## config.mk

```make
export PLATFORM = sky130hd
export DESIGN_NAME = ttp_pipe_share
export DESIGN_NICKNAME = d
export VERILOG_FILES = /design/src/verilog/ttp_pkg.sv /design/src/verilog/ttp_pipe_share.sv
export SDC_FILE = /design/constraint.sdc
export NUM_CORES = 1
export LEC_CHECK = 0
export BUFFER_PORTS_ARGS = -buffer_cell sky130_fd_sc_hd__buf_2
export CAP_MARGIN = 20
export CORE_MARGIN = 4
export CORE_UTILIZATION = 55
export CTS_CLUSTER_DIAMETER = 80
export DETAILED_ROUTE_END_ITERATION = 8
export PLACE_DENSITY = 0.77
export SYNTH_ARGS = -nofsm -noshare
export SYNTH_HDL_FRONTEND = slang
export SYNTH_SLANG_ARGS = --single-unit
```

## constraint.sdc

```tcl
create_clock -name clk -period 3.1 [get_ports clk]
set_input_delay 0.31 -clock clk [delete_from_list [all_inputs] [get_ports clk]]
set_output_delay 0.31 -clock clk [all_outputs]
set_load 0.01 [all_outputs]
```

## src/verilog/ttp_pkg.sv

```systemverilog
// Package of constants for the two-thread pipeline sharing control
package ttp_pkg;
  // ==========================================================
  // Thread count and buffer sizes
  localparam int NUM_THREADS = 2;
  localparam int STREAM_BUF_ENTRIES = 2;
  localparam int UOPQ_ENTRIES = 16;
  localparam int RENQ_ENTRIES = 16;
  localparam int ROB_ENTRIES = 32;
  localparam int LDB_ENTRIES = 16;
  localparam int STB_ENTRIES = 16;
  localparam int DISPATCH_MAX = 6;
  localparam int XLAT_ENTRIES = 8;
  localparam int IP_WIDTH = 32;
  localparam int PAGE_WIDTH = 20;
  // ==========================================================
  // Reset values
  localparam logic [31:0] IP_RESET = 32'h0000_0000;
  localparam logic RR_RESET = 1'h0;
  // ==========================================================
  // Data cache sharing modes, chosen by the context identifier bit
  typedef enum logic [0:0] {
    TTP_DC_SHARED = 1'h0,
    TTP_DC_ADAPTIVE = 1'h1
  } ttp_dcmode_e;
  // Buffer indices used in occupancy vectors
  localparam int BUF_UOPQ = 0;
  localparam int BUF_RENQ = 1;
  localparam int BUF_ROB = 2;
  localparam int BUF_LDB = 3;
  localparam int BUF_STB = 4;
  localparam int NUM_BUFS = 5;
endpackage

```

## src/verilog/ttp_pipe_share.sv

```systemverilog
// Two-thread pipeline sharing control: replicated state, partition caps, thread selection
// Behaviour
// - Architectural state is kept per thread; execution resources are one shared set.
// - Each thread has its own instruction pointer and renaming table.
// - Return address stack exists once per thread, never disturbed by the other.
// - Each thread owns a private two-entry instruction streaming buffer.
// - Partitioned buffers cap each thread's occupancy at half the entries; the micro-op queue only while both threads are active.
// - Caps cover micro-op queue, rename queues, reorder buffer, load and store buffers.
// - Load/store ordering violations are detected within each thread's own half.
// - Translation buffer entries carry thread bit; lookups hit only matching thread.
// - Context bit picks shared or adaptive data cache mode.
// - Every selection point alternates; an unable thread yields its cycle.
// - Trace cache arbitrated each clock, alternating when both request.
// - A stalled thread gives full trace cache bandwidth to the other.
// - Micro-op queue is split between threads whenever both are active.
// - Dispatch at most six ready micro-ops, blind to thread.
// - Retirement in order per thread, alternating; idle thread gives all to other.
// - Store commit to the data cache alternates between threads.
`timescale 1ns/100ps
module ttp_pipe_share #(
  parameter int RAS_DEPTH = 8,
  parameter int RENAME_REGS = 8,
  parameter int PREG_WIDTH = 7
) (
  // Clock and reset
  input wire logic clk,
  input wire logic nrst,
  // Per-thread stage requests and not-ready indications
  input wire logic [1:0] fetchReq,
  input wire logic [1:0] fetchNotReady,
  input wire logic [1:0] retireReady,
  input wire logic [1:0] retireNotReady,
  input wire logic [1:0] storeReady,
  input wire logic [1:0] storeNotReady,
  // Thread activity
  input wire logic [1:0] threadActive,
  // Instruction pointer updates
  input wire logic [1:0] ipLoad,
  input wire logic [ttp_pkg::IP_WIDTH-1:0] ipLoadValue,
  // Return stack per thread: push with address, pop
  input wire logic [1:0] rasPush,
  input wire logic [1:0] rasPop,
  input wire logic [ttp_pkg::IP_WIDTH-1:0] rasPushAddr,
  // Rename table write
  input wire logic renWrite,
  input wire logic renThread,
  input wire logic [2:0] renArch,
  input wire logic [PREG_WIDTH-1:0] renPhys,
  // Rename table read
  input wire logic renRdThread,
  input wire logic [2:0] renRdArch,
  // Buffer allocate/free per thread, one bit per buffer
  input wire logic [ttp_pkg::NUM_BUFS-1:0] allocReq0,
  input wire logic [ttp_pkg::NUM_BUFS-1:0] allocReq1,
  input wire logic [ttp_pkg::NUM_BUFS-1:0] freeReq0,
  input wire logic [ttp_pkg::NUM_BUFS-1:0] freeReq1,
  // Streaming buffer push/pop per thread
  input wire logic [1:0] sbPush,
  input wire logic [1:0] sbPop,
  // Memory ordering check: load address against older stores per thread
  input wire logic [1:0] ordViolIn,
  // Translation buffer fill and lookup
  input wire logic xlatFill,
  input wire logic xlatFillThread,
  input wire logic [ttp_pkg::PAGE_WIDTH-1:0] xlatFillPage,
  input wire logic xlatLookup,
  input wire logic xlatLookupThread,
  input wire logic [ttp_pkg::PAGE_WIDTH-1:0] xlatLookupPage,
  // Data cache mode select
  input wire logic contextIdBit,
  // Dispatch: ready micro-ops count from the shared scheduler
  input wire logic [3:0] readyUops,
  // Selection outputs
  output logic fetchGrant,
  output logic fetchThread,
  output logic retireGrant,
  output logic retireThread,
  output logic storeGrant,
  output logic storeThread,
  // Per-thread state outputs
  output logic [ttp_pkg::IP_WIDTH-1:0] ip0,
  output logic [ttp_pkg::IP_WIDTH-1:0] ip1,
  output logic [ttp_pkg::IP_WIDTH-1:0] rasTop0,
  output logic [ttp_pkg::IP_WIDTH-1:0] rasTop1,
  output logic [PREG_WIDTH-1:0] renRdPhys,
  // Buffer admission per thread
  output logic [ttp_pkg::NUM_BUFS-1:0] allocOk0,
  output logic [ttp_pkg::NUM_BUFS-1:0] allocOk1,
  output logic [1:0] sbFull,
  output logic [1:0] ordViolation,
  // Translation and cache mode
  output logic xlatHit,
  output logic dcAdaptive,
  // Dispatch count
  output logic [2:0] dispatchCount
);

  // ==========================================================
  // Helpers
  // Pick a thread: alternate from last, skip one that cannot use the stage
  function automatic logic [1:0] pickThread(input logic [1:0] able, input logic last);
    logic [1:0] res;
    res = 2'h0;
    if (able == 2'h3) begin
      res = {1'h1, ~last};
    end else if (able[0]) begin
      res = 2'h2;
    end else if (able[1]) begin
      res = 2'h3;
    end
    return res;
  endfunction
  // Half of a partitioned buffer's entries
  function automatic int halfOf(input int idx);
    int n;
    n = ttp_pkg::UOPQ_ENTRIES;
    case (idx)
      ttp_pkg::BUF_RENQ: n = ttp_pkg::RENQ_ENTRIES;
      ttp_pkg::BUF_ROB: n = ttp_pkg::ROB_ENTRIES;
      ttp_pkg::BUF_LDB: n = ttp_pkg::LDB_ENTRIES;
      ttp_pkg::BUF_STB: n = ttp_pkg::STB_ENTRIES;
      default: n = ttp_pkg::UOPQ_ENTRIES;
    endcase
    return n / 2;
  endfunction
  // ==========================================================
  // Selection points
  logic lastFetch_reg;
  logic lastRetire_reg;
  logic lastStore_reg;
  logic [1:0] fetchPick;
  logic [1:0] retirePick;
  logic [1:0] storePick;
  // Not-ready threads lose their turn; a missing thread's slot goes to the other
  assign fetchPick = pickThread(fetchReq & ~fetchNotReady & threadActive, lastFetch_reg);
  assign retirePick = pickThread(retireReady & ~retireNotReady, lastRetire_reg);
  assign storePick = pickThread(storeReady & ~storeNotReady, lastStore_reg);
  assign fetchGrant = fetchPick[1];
  assign fetchThread = fetchPick[0];
  assign retireGrant = retirePick[1];
  assign retireThread = retirePick[0];
  assign storeGrant = storePick[1];
  assign storeThread = storePick[0];
  // Remember the last granted thread at each point
  always_ff @(posedge clk or negedge nrst) begin
    if (!nrst) begin
      lastFetch_reg <= ttp_pkg::RR_RESET;
      lastRetire_reg <= ttp_pkg::RR_RESET;
      lastStore_reg <= ttp_pkg::RR_RESET;
    end else begin
      if (fetchPick[1]) lastFetch_reg <= fetchPick[0];
      if (retirePick[1]) lastRetire_reg <= retirePick[0];
      if (storePick[1]) lastStore_reg <= storePick[0];
    end
  end
  // ==========================================================
  // Replicated instruction pointers
  logic [ttp_pkg::IP_WIDTH-1:0] ip_reg [2];
  // Each thread's pointer moves only on its own load
  always_ff @(posedge clk or negedge nrst) begin
    if (!nrst) begin
      ip_reg[0] <= ttp_pkg::IP_RESET;
      ip_reg[1] <= ttp_pkg::IP_RESET;
    end else begin
      for (int t = 0; t < 2; t++) begin
        if (ipLoad[t]) ip_reg[t] <= ipLoadValue;
      end
    end
  end
  assign ip0 = ip_reg[0];
  assign ip1 = ip_reg[1];
  // ==========================================================
  // Replicated renaming tables
  logic [PREG_WIDTH-1:0] ren_reg [2][RENAME_REGS];
  logic [PREG_WIDTH-1:0] renRd_reg;
  // Tables indexed by thread so one thread never overwrites the other's map
  always_ff @(posedge clk or negedge nrst) begin
    if (!nrst) begin
      for (int t = 0; t < 2; t++) begin
        for (int r = 0; r < RENAME_REGS; r++) begin
          ren_reg[t][r] <= '0;
        end
      end
      renRd_reg <= '0;
    end else begin
      if (renWrite) ren_reg[renThread][renArch] <= renPhys;
      renRd_reg <= ren_reg[renRdThread][renRdArch];
    end
  end
  assign renRdPhys = renRd_reg;
  // ==========================================================
  // Return address stacks, one per thread
  logic [ttp_pkg::IP_WIDTH-1:0] ras_reg [2][RAS_DEPTH];
  logic [$clog2(RAS_DEPTH)-1:0] rasPtr_reg [2];
  // Circular stack; overflow silently drops the oldest entry
  always_ff @(posedge clk or negedge nrst) begin
    if (!nrst) begin
      for (int t = 0; t < 2; t++) begin
        rasPtr_reg[t] <= '0;
        for (int i = 0; i < RAS_DEPTH; i++) begin
          ras_reg[t][i] <= '0;
        end
      end
    end else begin
      for (int t = 0; t < 2; t++) begin
        if (rasPush[t]) begin
          ras_reg[t][rasPtr_reg[t] + 1'h1] <= rasPushAddr;
          rasPtr_reg[t] <= rasPtr_reg[t] + 1'h1;
        end else if (rasPop[t]) begin
          rasPtr_reg[t] <= rasPtr_reg[t] - 1'h1;
        end
      end
    end
  end
  assign rasTop0 = ras_reg[0][rasPtr_reg[0]];
  assign rasTop1 = ras_reg[1][rasPtr_reg[1]];
  // ==========================================================
  // Private streaming buffers, occupancy only
  logic [1:0] sbCount_reg [2];
  always_ff @(posedge clk or negedge nrst) begin
    if (!nrst) begin
      sbCount_reg[0] <= 2'h0;
      sbCount_reg[1] <= 2'h0;
    end else begin
      for (int t = 0; t < 2; t++) begin
        if (sbPush[t] && !sbFull[t] && !(sbPop[t] && sbCount_reg[t] != 2'h0)) begin
          sbCount_reg[t] <= sbCount_reg[t] + 2'h1;
        end else if (sbPop[t] && sbCount_reg[t] != 2'h0 && !(sbPush[t] && !sbFull[t])) begin
          sbCount_reg[t] <= sbCount_reg[t] - 2'h1;
        end
      end
    end
  end
  assign sbFull[0] = sbCount_reg[0] == 2'(ttp_pkg::STREAM_BUF_ENTRIES);
  assign sbFull[1] = sbCount_reg[1] == 2'(ttp_pkg::STREAM_BUF_ENTRIES);
  // ==========================================================
  // Partitioned buffer occupancy, capped at half per thread; the micro-op queue only while both threads run
  logic [5:0] occ0_reg [ttp_pkg::NUM_BUFS];
  logic [5:0] occ1_reg [ttp_pkg::NUM_BUFS];
  // Each thread keeps its own count; the half cap means a stalled thread cannot starve the other
  always_comb begin
    for (int b = 0; b < ttp_pkg::NUM_BUFS; b++) begin
      // Micro-op queue splits only when both threads run
      if (b == ttp_pkg::BUF_UOPQ && threadActive != 2'h3) begin
        allocOk0[b] = (occ0_reg[b] + occ1_reg[b]) < 6'(2 * halfOf(b));
        allocOk1[b] = (occ0_reg[b] + occ1_reg[b]) < 6'(2 * halfOf(b));
      end else begin
        allocOk0[b] = occ0_reg[b] < 6'(halfOf(b));
        allocOk1[b] = occ1_reg[b] < 6'(halfOf(b));
      end
    end
  end
  always_ff @(posedge clk or negedge nrst) begin
    if (!nrst) begin
      for (int b = 0; b < ttp_pkg::NUM_BUFS; b++) begin
        occ0_reg[b] <= 6'h00;
        occ1_reg[b] <= 6'h00;
      end
    end else begin
      for (int b = 0; b < ttp_pkg::NUM_BUFS; b++) begin
        occ0_reg[b] <= occ0_reg[b] + 6'(allocReq0[b] && allocOk0[b])
          - 6'(freeReq0[b] && occ0_reg[b] != 6'h00);
        occ1_reg[b] <= occ1_reg[b] + 6'(allocReq1[b] && allocOk1[b])
          - 6'(freeReq1[b] && occ1_reg[b] != 6'h00);
      end
    end
  end
  // ==========================================================
  // Ordering violation flags, one per thread half
  logic [1:0] ordViol_reg;
  // A violation in one thread's half never flags the other thread
  always_ff @(posedge clk or negedge nrst) begin
    if (!nrst) begin
      ordViol_reg <= 2'h0;
    end else begin
      ordViol_reg <= ordViolIn & {occ1_reg[ttp_pkg::BUF_LDB] != 6'h00,
        occ0_reg[ttp_pkg::BUF_LDB] != 6'h00};
    end
  end
  assign ordViolation = ordViol_reg;
  // ==========================================================
  // Translation buffer with thread tag
  logic [ttp_pkg::XLAT_ENTRIES-1:0] xlValid_reg;
  logic [ttp_pkg::XLAT_ENTRIES-1:0] xlThread_reg;
  logic [ttp_pkg::PAGE_WIDTH-1:0] xlPage_reg [ttp_pkg::XLAT_ENTRIES];
  logic [$clog2(ttp_pkg::XLAT_ENTRIES)-1:0] xlVictim_reg;
  logic xlHit_reg;
  logic xlHit_next;
  // Hit needs both page and owning thread to match
  always_comb begin
    xlHit_next = 1'h0;
    for (int e = 0; e < ttp_pkg::XLAT_ENTRIES; e++) begin
      if (xlValid_reg[e] && xlThread_reg[e] == xlatLookupThread && xlPage_reg[e] == xlatLookupPage) begin
        xlHit_next = xlatLookup;
      end
    end
  end
  // Round-robin replacement; simple and fair between threads
  always_ff @(posedge clk or negedge nrst) begin
    if (!nrst) begin
      xlValid_reg <= '0;
      xlThread_reg <= '0;
      xlVictim_reg <= '0;
      xlHit_reg <= 1'h0;
      for (int e = 0; e < ttp_pkg::XLAT_ENTRIES; e++) begin
        xlPage_reg[e] <= '0;
      end
    end else begin
      xlHit_reg <= xlHit_next;
      if (xlatFill) begin
        xlValid_reg[xlVictim_reg] <= 1'h1;
        xlThread_reg[xlVictim_reg] <= xlatFillThread;
        xlPage_reg[xlVictim_reg] <= xlatFillPage;
        xlVictim_reg <= xlVictim_reg + 1'h1;
      end
    end
  end
  assign xlatHit = xlHit_reg;
  // ==========================================================
  // Data cache mode and thread-blind dispatch
  logic dcMode_reg;
  logic [2:0] disp_reg;
  always_ff @(posedge clk or negedge nrst) begin
    if (!nrst) begin
      dcMode_reg <= ttp_pkg::TTP_DC_SHARED;
      disp_reg <= 3'h0;
    end else begin
      dcMode_reg <= contextIdBit;
      // Thread identity is not consulted here at all
      disp_reg <= (readyUops > 4'(ttp_pkg::DISPATCH_MAX)) ?
        3'(ttp_pkg::DISPATCH_MAX) : readyUops[2:0];
    end
  end
  assign dcAdaptive = dcMode_reg == ttp_pkg::TTP_DC_ADAPTIVE;
  assign dispatchCount = disp_reg;
endmodule

```

Word-level counts from Yosys, hierarchy flattened
Cells that the tools add are included.
{"block": "totals", "register_bits": 954, "in_bits": 177, "elab_cells": 303, "output_inout_bits": 160}
{"block": "classes", "n_lt_le_gt_ge": 28, "n_eq_ne": 22, "mux": 59, "bitwise_logic": 23, "n_addsub": 32, "reduce_logical": 72}
{"operator": "256-bit bitwise mux", "n": 2}
{"operator": "32-bit two-way mux", "n": 8}
{"operator": "56-bit two-way mux", "n": 4}
{"operator": "32-bit binary-select mux with 3-bit select", "n": 2}
{"operator": "32-bit demux with 3-bit select", "n": 2}
{"operator": "160-bit bitwise mux", "n": 1}
{"operator": "20-bit == test", "n": 8}
{"operator": "112-bit bitwise mux", "n": 1}
{"operator": "6-bit by 1-bit adder with 6-bit output", "n": 11}
{"operator": "20-bit demux with 3-bit select", "n": 1}
{"operator": "6-bit nonzero test", "n": 10}
{"operator": "6-bit by 1-bit subtractor with 6-bit output", "n": 10}
{"operator": "56-bit demux with 1-bit select", "n": 1}
{"operator": "1-bit logical AND", "n": 50}
{"operator": "6-bit by 4-bit < comparator with 1-bit output, second input constant", "n": 6}
{"operator": "4-bit >= comparator, second input constant", "n": 7}
{"operator": "3-bit inverter with 4-bit output", "n": 7}
{"operator": "2-bit two-way mux", "n": 13}
{"operator": "7-bit binary-select mux with 3-bit select", "n": 1}
{"operator": "7-bit demux with 3-bit select", "n": 1}
{"operator": "7-bit two-way mux", "n": 3}
{"operator": "20-bit two-way mux", "n": 1}
{"operator": "6-bit < comparator", "n": 3}
{"operator": "4-bit by 1-bit < comparator with 1-bit output, second input constant", "n": 4}
{"operator": "27 further kinds", "n": 79}

Logic depth before layout (Yosys ltp)
{"block": "logic_depth", "ltp_word": 11, "depth_mapped": 15}

Least setup slack after synthesis
OpenSTA, ideal clock, no wires.
{"block": "synth_path", "path_kind": "register to register", "from": "reg occ0_reg[25] (netlist bit)", "to": "reg occ1_reg[28] (netlist bit)", "stages_incl_launch_ff": 15, "setup_ps": 80, "arrival_time_ps": 3015, "path_slack_ps": 5, "cell_sequence": "dfrtp_1 > ha_1 > a31o_2 > a21o_1 > a2111o_1 > o211ai_1 > nand2_1 > ha_1 > inv_1 > ha_1 > fa_1 > a21oi_1 > nor2_1 > nor2_1 > xnor2_1"}
{"block": "synth_via", "elab_chain_cells": 6}
{"element": "start: declaration", "line": "ttp_pipe_share.sv:238", "source": "logic [5:0] occ0_reg [ttp_pkg::NUM_BUFS];"}
{"element": "start signal: indexed assignment", "line": "ttp_pipe_share.sv:261", "source": "occ0_reg[b] <= occ0_reg[b] + 6'(allocReq0[b] && allocOk0[b])"}
{"element": "6-bit adder", "line": "ttp_pipe_share.sv:246", "source": "allocOk1[b] = (occ0_reg[b] + occ1_reg[b]) < 6'(2 * halfOf(b));"}
{"element": "6-bit < comparator", "line": "ttp_pipe_share.sv:246"}
{"element": "1-bit two-way mux", "line": "ttp_pipe_share.sv:244", "source": "if (b == ttp_pkg::BUF_UOPQ && threadActive != 2'h3) begin"}
{"element": "named net allocOk1, one bit", "line": "ttp_pipe_share.sv:88", "source": "output logic [ttp_pkg::NUM_BUFS-1:0] allocOk1,"}
{"element": "1-bit logical AND", "line": "ttp_pipe_share.sv:263", "source": "occ1_reg[b] <= occ1_reg[b] + 6'(allocReq1[b] && allocOk1[b])"}
{"element": "6-bit by 1-bit adder with 6-bit output", "line": "ttp_pipe_share.sv:263"}
{"element": "6-bit by 1-bit subtractor with 6-bit output", "line": "ttp_pipe_share.sv:264", "source": "- 6'(freeReq1[b] && occ1_reg[b] != 6'h00);"}
{"element": "end signal: indexed assignment", "line": "ttp_pipe_share.sv:263"}
{"element": "end: declaration", "line": "ttp_pipe_share.sv:239", "source": "logic [5:0] occ1_reg [ttp_pkg::NUM_BUFS];"}
The timed path passes the listed nets, and every way through them passes these cells.
A chain may end at the register's enable or synchronous reset.

Worst setup path in the final report
{"block": "layout_path", "from": "reg occ1_reg[25] (netlist bit)", "to": "reg occ1_reg[26] (netlist bit)"}
{"block": "layout_via", "elab_chain_cells": 6}
{"element": "6-bit adder", "line": "ttp_pipe_share.sv:246"}
{"element": "6-bit < comparator", "line": "ttp_pipe_share.sv:246"}
{"element": "1-bit two-way mux", "line": "ttp_pipe_share.sv:244"}
{"element": "1-bit logical AND", "line": "ttp_pipe_share.sv:263"}
{"element": "6-bit by 1-bit adder with 6-bit output", "line": "ttp_pipe_share.sv:263"}
{"element": "6-bit by 1-bit subtractor with 6-bit output (*)", "line": "ttp_pipe_share.sv:264"}
Mark *: on every way between the ends. The rest lies on a longest branch, timed or not.

==> run_results.csv <==
group,metric,value,unit
outcome,outcome,"complete, but fails checks",
outcome,violations,"setup timing",
synthesis,yosysMostFrequentCell,"dfrtp_1",
critical_path,cp_num_buf_inv,3,
synthesis,synth_seq_cells,954,
synthesis,synth_top_flop_cell,"dfrtp_1",
placed_design,hpwl,68.76,mm
critical_path,crit_family,"adder cells",
worst_hold_path,min_path_type,"in2reg",
clocking,cts_tree,"yes",
pwr,seqPwrFrac,37.6,%
placed_design,port_buffers,336,
synthesis,synthTopCellsByCount,"954 x dfrtp_1, 863 x mux2_2, 193 x xor2_1, 163 x mux4_2, 105 x inv_1",
critical_path,cp_cell_sequence,"ha_1, a31o_2, a21o_1, a2111o_1, o211ai_1, nand2_1, ha_4, inv_4, ha_4, fa_2, buf_4, buf_4, xor2_1",
critical_path,cp.arrival,3710,ps
clocking,clkLatencyLatePin,650,ps
synthesis,synth-edff-count,0,
synthesis,synth_nets,3245,
final_layout,largest_register_ffs,512,
global_routing,use_met3,4.929,%
timing,drv_slew,0,
timing,period_share,103.1,%
clocking,cts_buffers,100,
floorplanning,fp.dieArea,0.08513,mm^2
pwr,power.internal,38.15,mW
routing,vias,26207,
critical_path,startpoint_type,"flip-flop",
synthesis,synthesis.area,0.04429,mm^2
routing,wl_per_cell,23.63,um
routing,drt_iter0_markers,1408,
pwr,powerDensity,1104,mW/mm^2
synthesis,synthCells,2959,
synthesis,synthArstFlopShare,100.0,%
pwr,p_switching,18.81,mW
run,max_cap_violations,0,
timing,fin_crit,3196,ps
pwr,power,56.96,mW
clocking,clock-sinks,954,
placed_design,gp_congestion,0.8478,
critical_path,cp-end-kind,"flip-flop",
timing,fin_ws,-95.51,ps
global_routing,grt.total_usage,25.04,%
routing,drc,0,
synthesis,yosysWarnings,0,
pwr,p_leak,22.91,nW
final_layout,fin_nets,3640,
pwr,pwr-share-comb,40.7,%
global_routing,use_met1,32.99,%
critical_path,crit_cells,13,
timing,rsz0062_at_grt,"true",
routing,routed_via_density,5.834,
routing,routed_wl,106.2,mm
clocking,cts-htree-levels,3,
timing,skew,32.31,ps
synthesis,ys_types,46,
routing,drtAntennaViolNets,0,
timing,hold_viol,0,
final_layout,utilization,65.02,%
critical_path,cp_slowest_cell,"a2111o_1",
synthesis,synth-seq-area-share,53.90,%
critical_path,reg2reg_to,"occ1_reg[26]$_DFF_PN0_",
critical_path,rrSetupSlack,-100,ps
timing,fmax,0.3129,GHz
critical_path,timing.rr.start,"occ1_reg[25]$_DFF_PN0_",
routing,drt_first_pass_iters,5,
synthesis,ys_top_cells_by_area,"dfrtp_1 54%, mux2_2 22%, mux4_2 8.3%",
synthesis,synth_top_area_cell,"dfrtp_1",
global_routing,grt_pass1_wl,168.7,mm
floorplanning,initial_utilization,55.79,%
placed_design,place_ws,-91.95,ps
pwr,clockPowerShare,21.7,%
final_layout,area_growth,16.53,%
final_layout,drive_gt1_share,48.54,%
critical_path,critPathCapture,"occ1_reg[26]$_DFF_PN0_",
synthesis,synth.top_cell.area_share,53.90,%
global_routing,grt.overflow.total,0,
floorplanning,core_area,0.07939,mm^2
global_routing,grt_max_degree,93,
timing,setup_viol,4,
clocking,clockBufferDepth,3,
critical_path,worstSetupStartpoint,"occ1_reg[25]$_DFF_PN0_",
pwr,swShare,33.03,%
global_routing,grt-busiest-layer,"met2",
clocking,clk_pin_slew,60,ps
global_routing,grt_pass1_vias,29438,
floorplanning,fp-row-count,103,
timing,worstMarginPinSlew,1013,ps
global_routing,antenna_found_initial,11,
synthesis,postSynthAreaPerCell,14.97,um^2
floorplanning,ios,337,
critical_path,critPathRequiredTime,3610,ps
floorplanning,die_x,291.8,um
critical_path,crit_type,"reg2reg",
pwr,irDropWorstVdd,0.6063,mV
global_routing,met2_usage,42.97,%
critical_path,cp_max_fo,2,
timing,max_slew_margin,32.44,%
critical_path,cpPeakStageDelay,450,ps
clocking,root_buffer,"clkbuf_16",
floorplanning,dieHeight,291.8,um
critical_path,rr_worst_depth,13,
what timing repair did:
| item | 4_1_cts | 5_1_grt |
|---|---|---|
| endpoints found under the hold margin | 167 | 0 |
| buffers inserted | 0 | 6 |
| hold buffers | 55 | 0 |
| gates resized for setup | 10 | 22 |
| pin swaps | 2 | 30 |
| endpoints found under the setup margin | 32 | 10 |
worst min-delay path by stage:
stage | startpoint | to | slack [ps] | cells past startpoint
after global placement | contextIdBit | dcAdaptive$_DFF_PN0_ | 420 | 1
after CTS | fetchNotReady[1] | lastFetch_reg$_DFFE_PN0P_ | 3 | 3
after detailed placement | contextIdBit | dcAdaptive$_DFF_PN0_ | 420 | 1
after floorplan | nrst | dcAdaptive$_DFF_PN0_ | 10 | 0
final | xlatFillPage[17] | xlPage_reg[97]$_DFFE_PN0P_ | 50 | 2
after global routing | fetchNotReady[1] | lastFetch_reg$_DFFE_PN0P_ | 20 | 3
power by group through the flow:
stage / clock, mW / sequential, mW / combinational [mW]
floorplan: 0 / 20.4 / 16.6
global placement: 0 / 20.9 / 21.9
detailed placement: 0 / 21.5 / 22.9
CTS: 12.6 / 21.3 / 23.2
global route: 13.2 / 21.9 / 25.2
finish: 12.4 / 21.4 / 23.2
per-layer routing:
metal	part of all wire [%]	vias to the layer above	wire length (um)
met5	0.061	-	65
met4	2.2	10	2344
met3	5.6	160	5942
met2	51	688	53970
met1	41	13984	43840
li1	-	11365	-
cell type report:
type / count / area [um^2]
Clock buffer: 147 / 2972
Timing Repair Buffer: 482 / 3231
Antenna cell: 6 / 15.01
Inverter: 105 / 399.1
Multi-Input combinational cell: 1711 / 19330
Sequential cell: 954 / 23890
Fill cell: 5634 / 27770
Tap cell: 1050 / 1314
Clock inverter: 37 / 471.7
stage by stage:
step                hold WS (ps)  instances  cell area, um^2  setup TNS, ps
floorplan                  14.41       2959            44290              0
global placement           419.3       4242            47450         -92.32
detailed placement         419.3       4242            47450         -214.1
CTS                        2.828       4481            51470              0
global route               20.80       4490            51610          -1364
finish                     46.62       4492            51610         -272.4
layout by cell type (no fill, tap or decap), types with 30 or more instances in the layout:
cell type and n:
ha_1 95, a21oi_1 30, nor2_1 36, inv_1 101
nor4_1 40, xnor2_1 33, xor2_1 192, buf_2 334
nand2_1 40, clkbuf_16 102, mux2_2 863, dfrtp_1 948
mux2_1 58, buf_4 65, mux4_2 163, dlygate4sd3_1 55
kinds of logic (layout without fill, tap and decap cells):
family,after synthesis,after routing,share of synthesized area (%)
buf+inv,294,771,2.893
simple gates,203,203,2.494
xor+xnor,226,226,4.469
compound gates,88,88,1.268
fa+ha+maj,109,109,3.249
other cells,0,6,0
mux,1085,1085,31.73
flops,954,954,53.90
(Power assumes the default switching activity.)
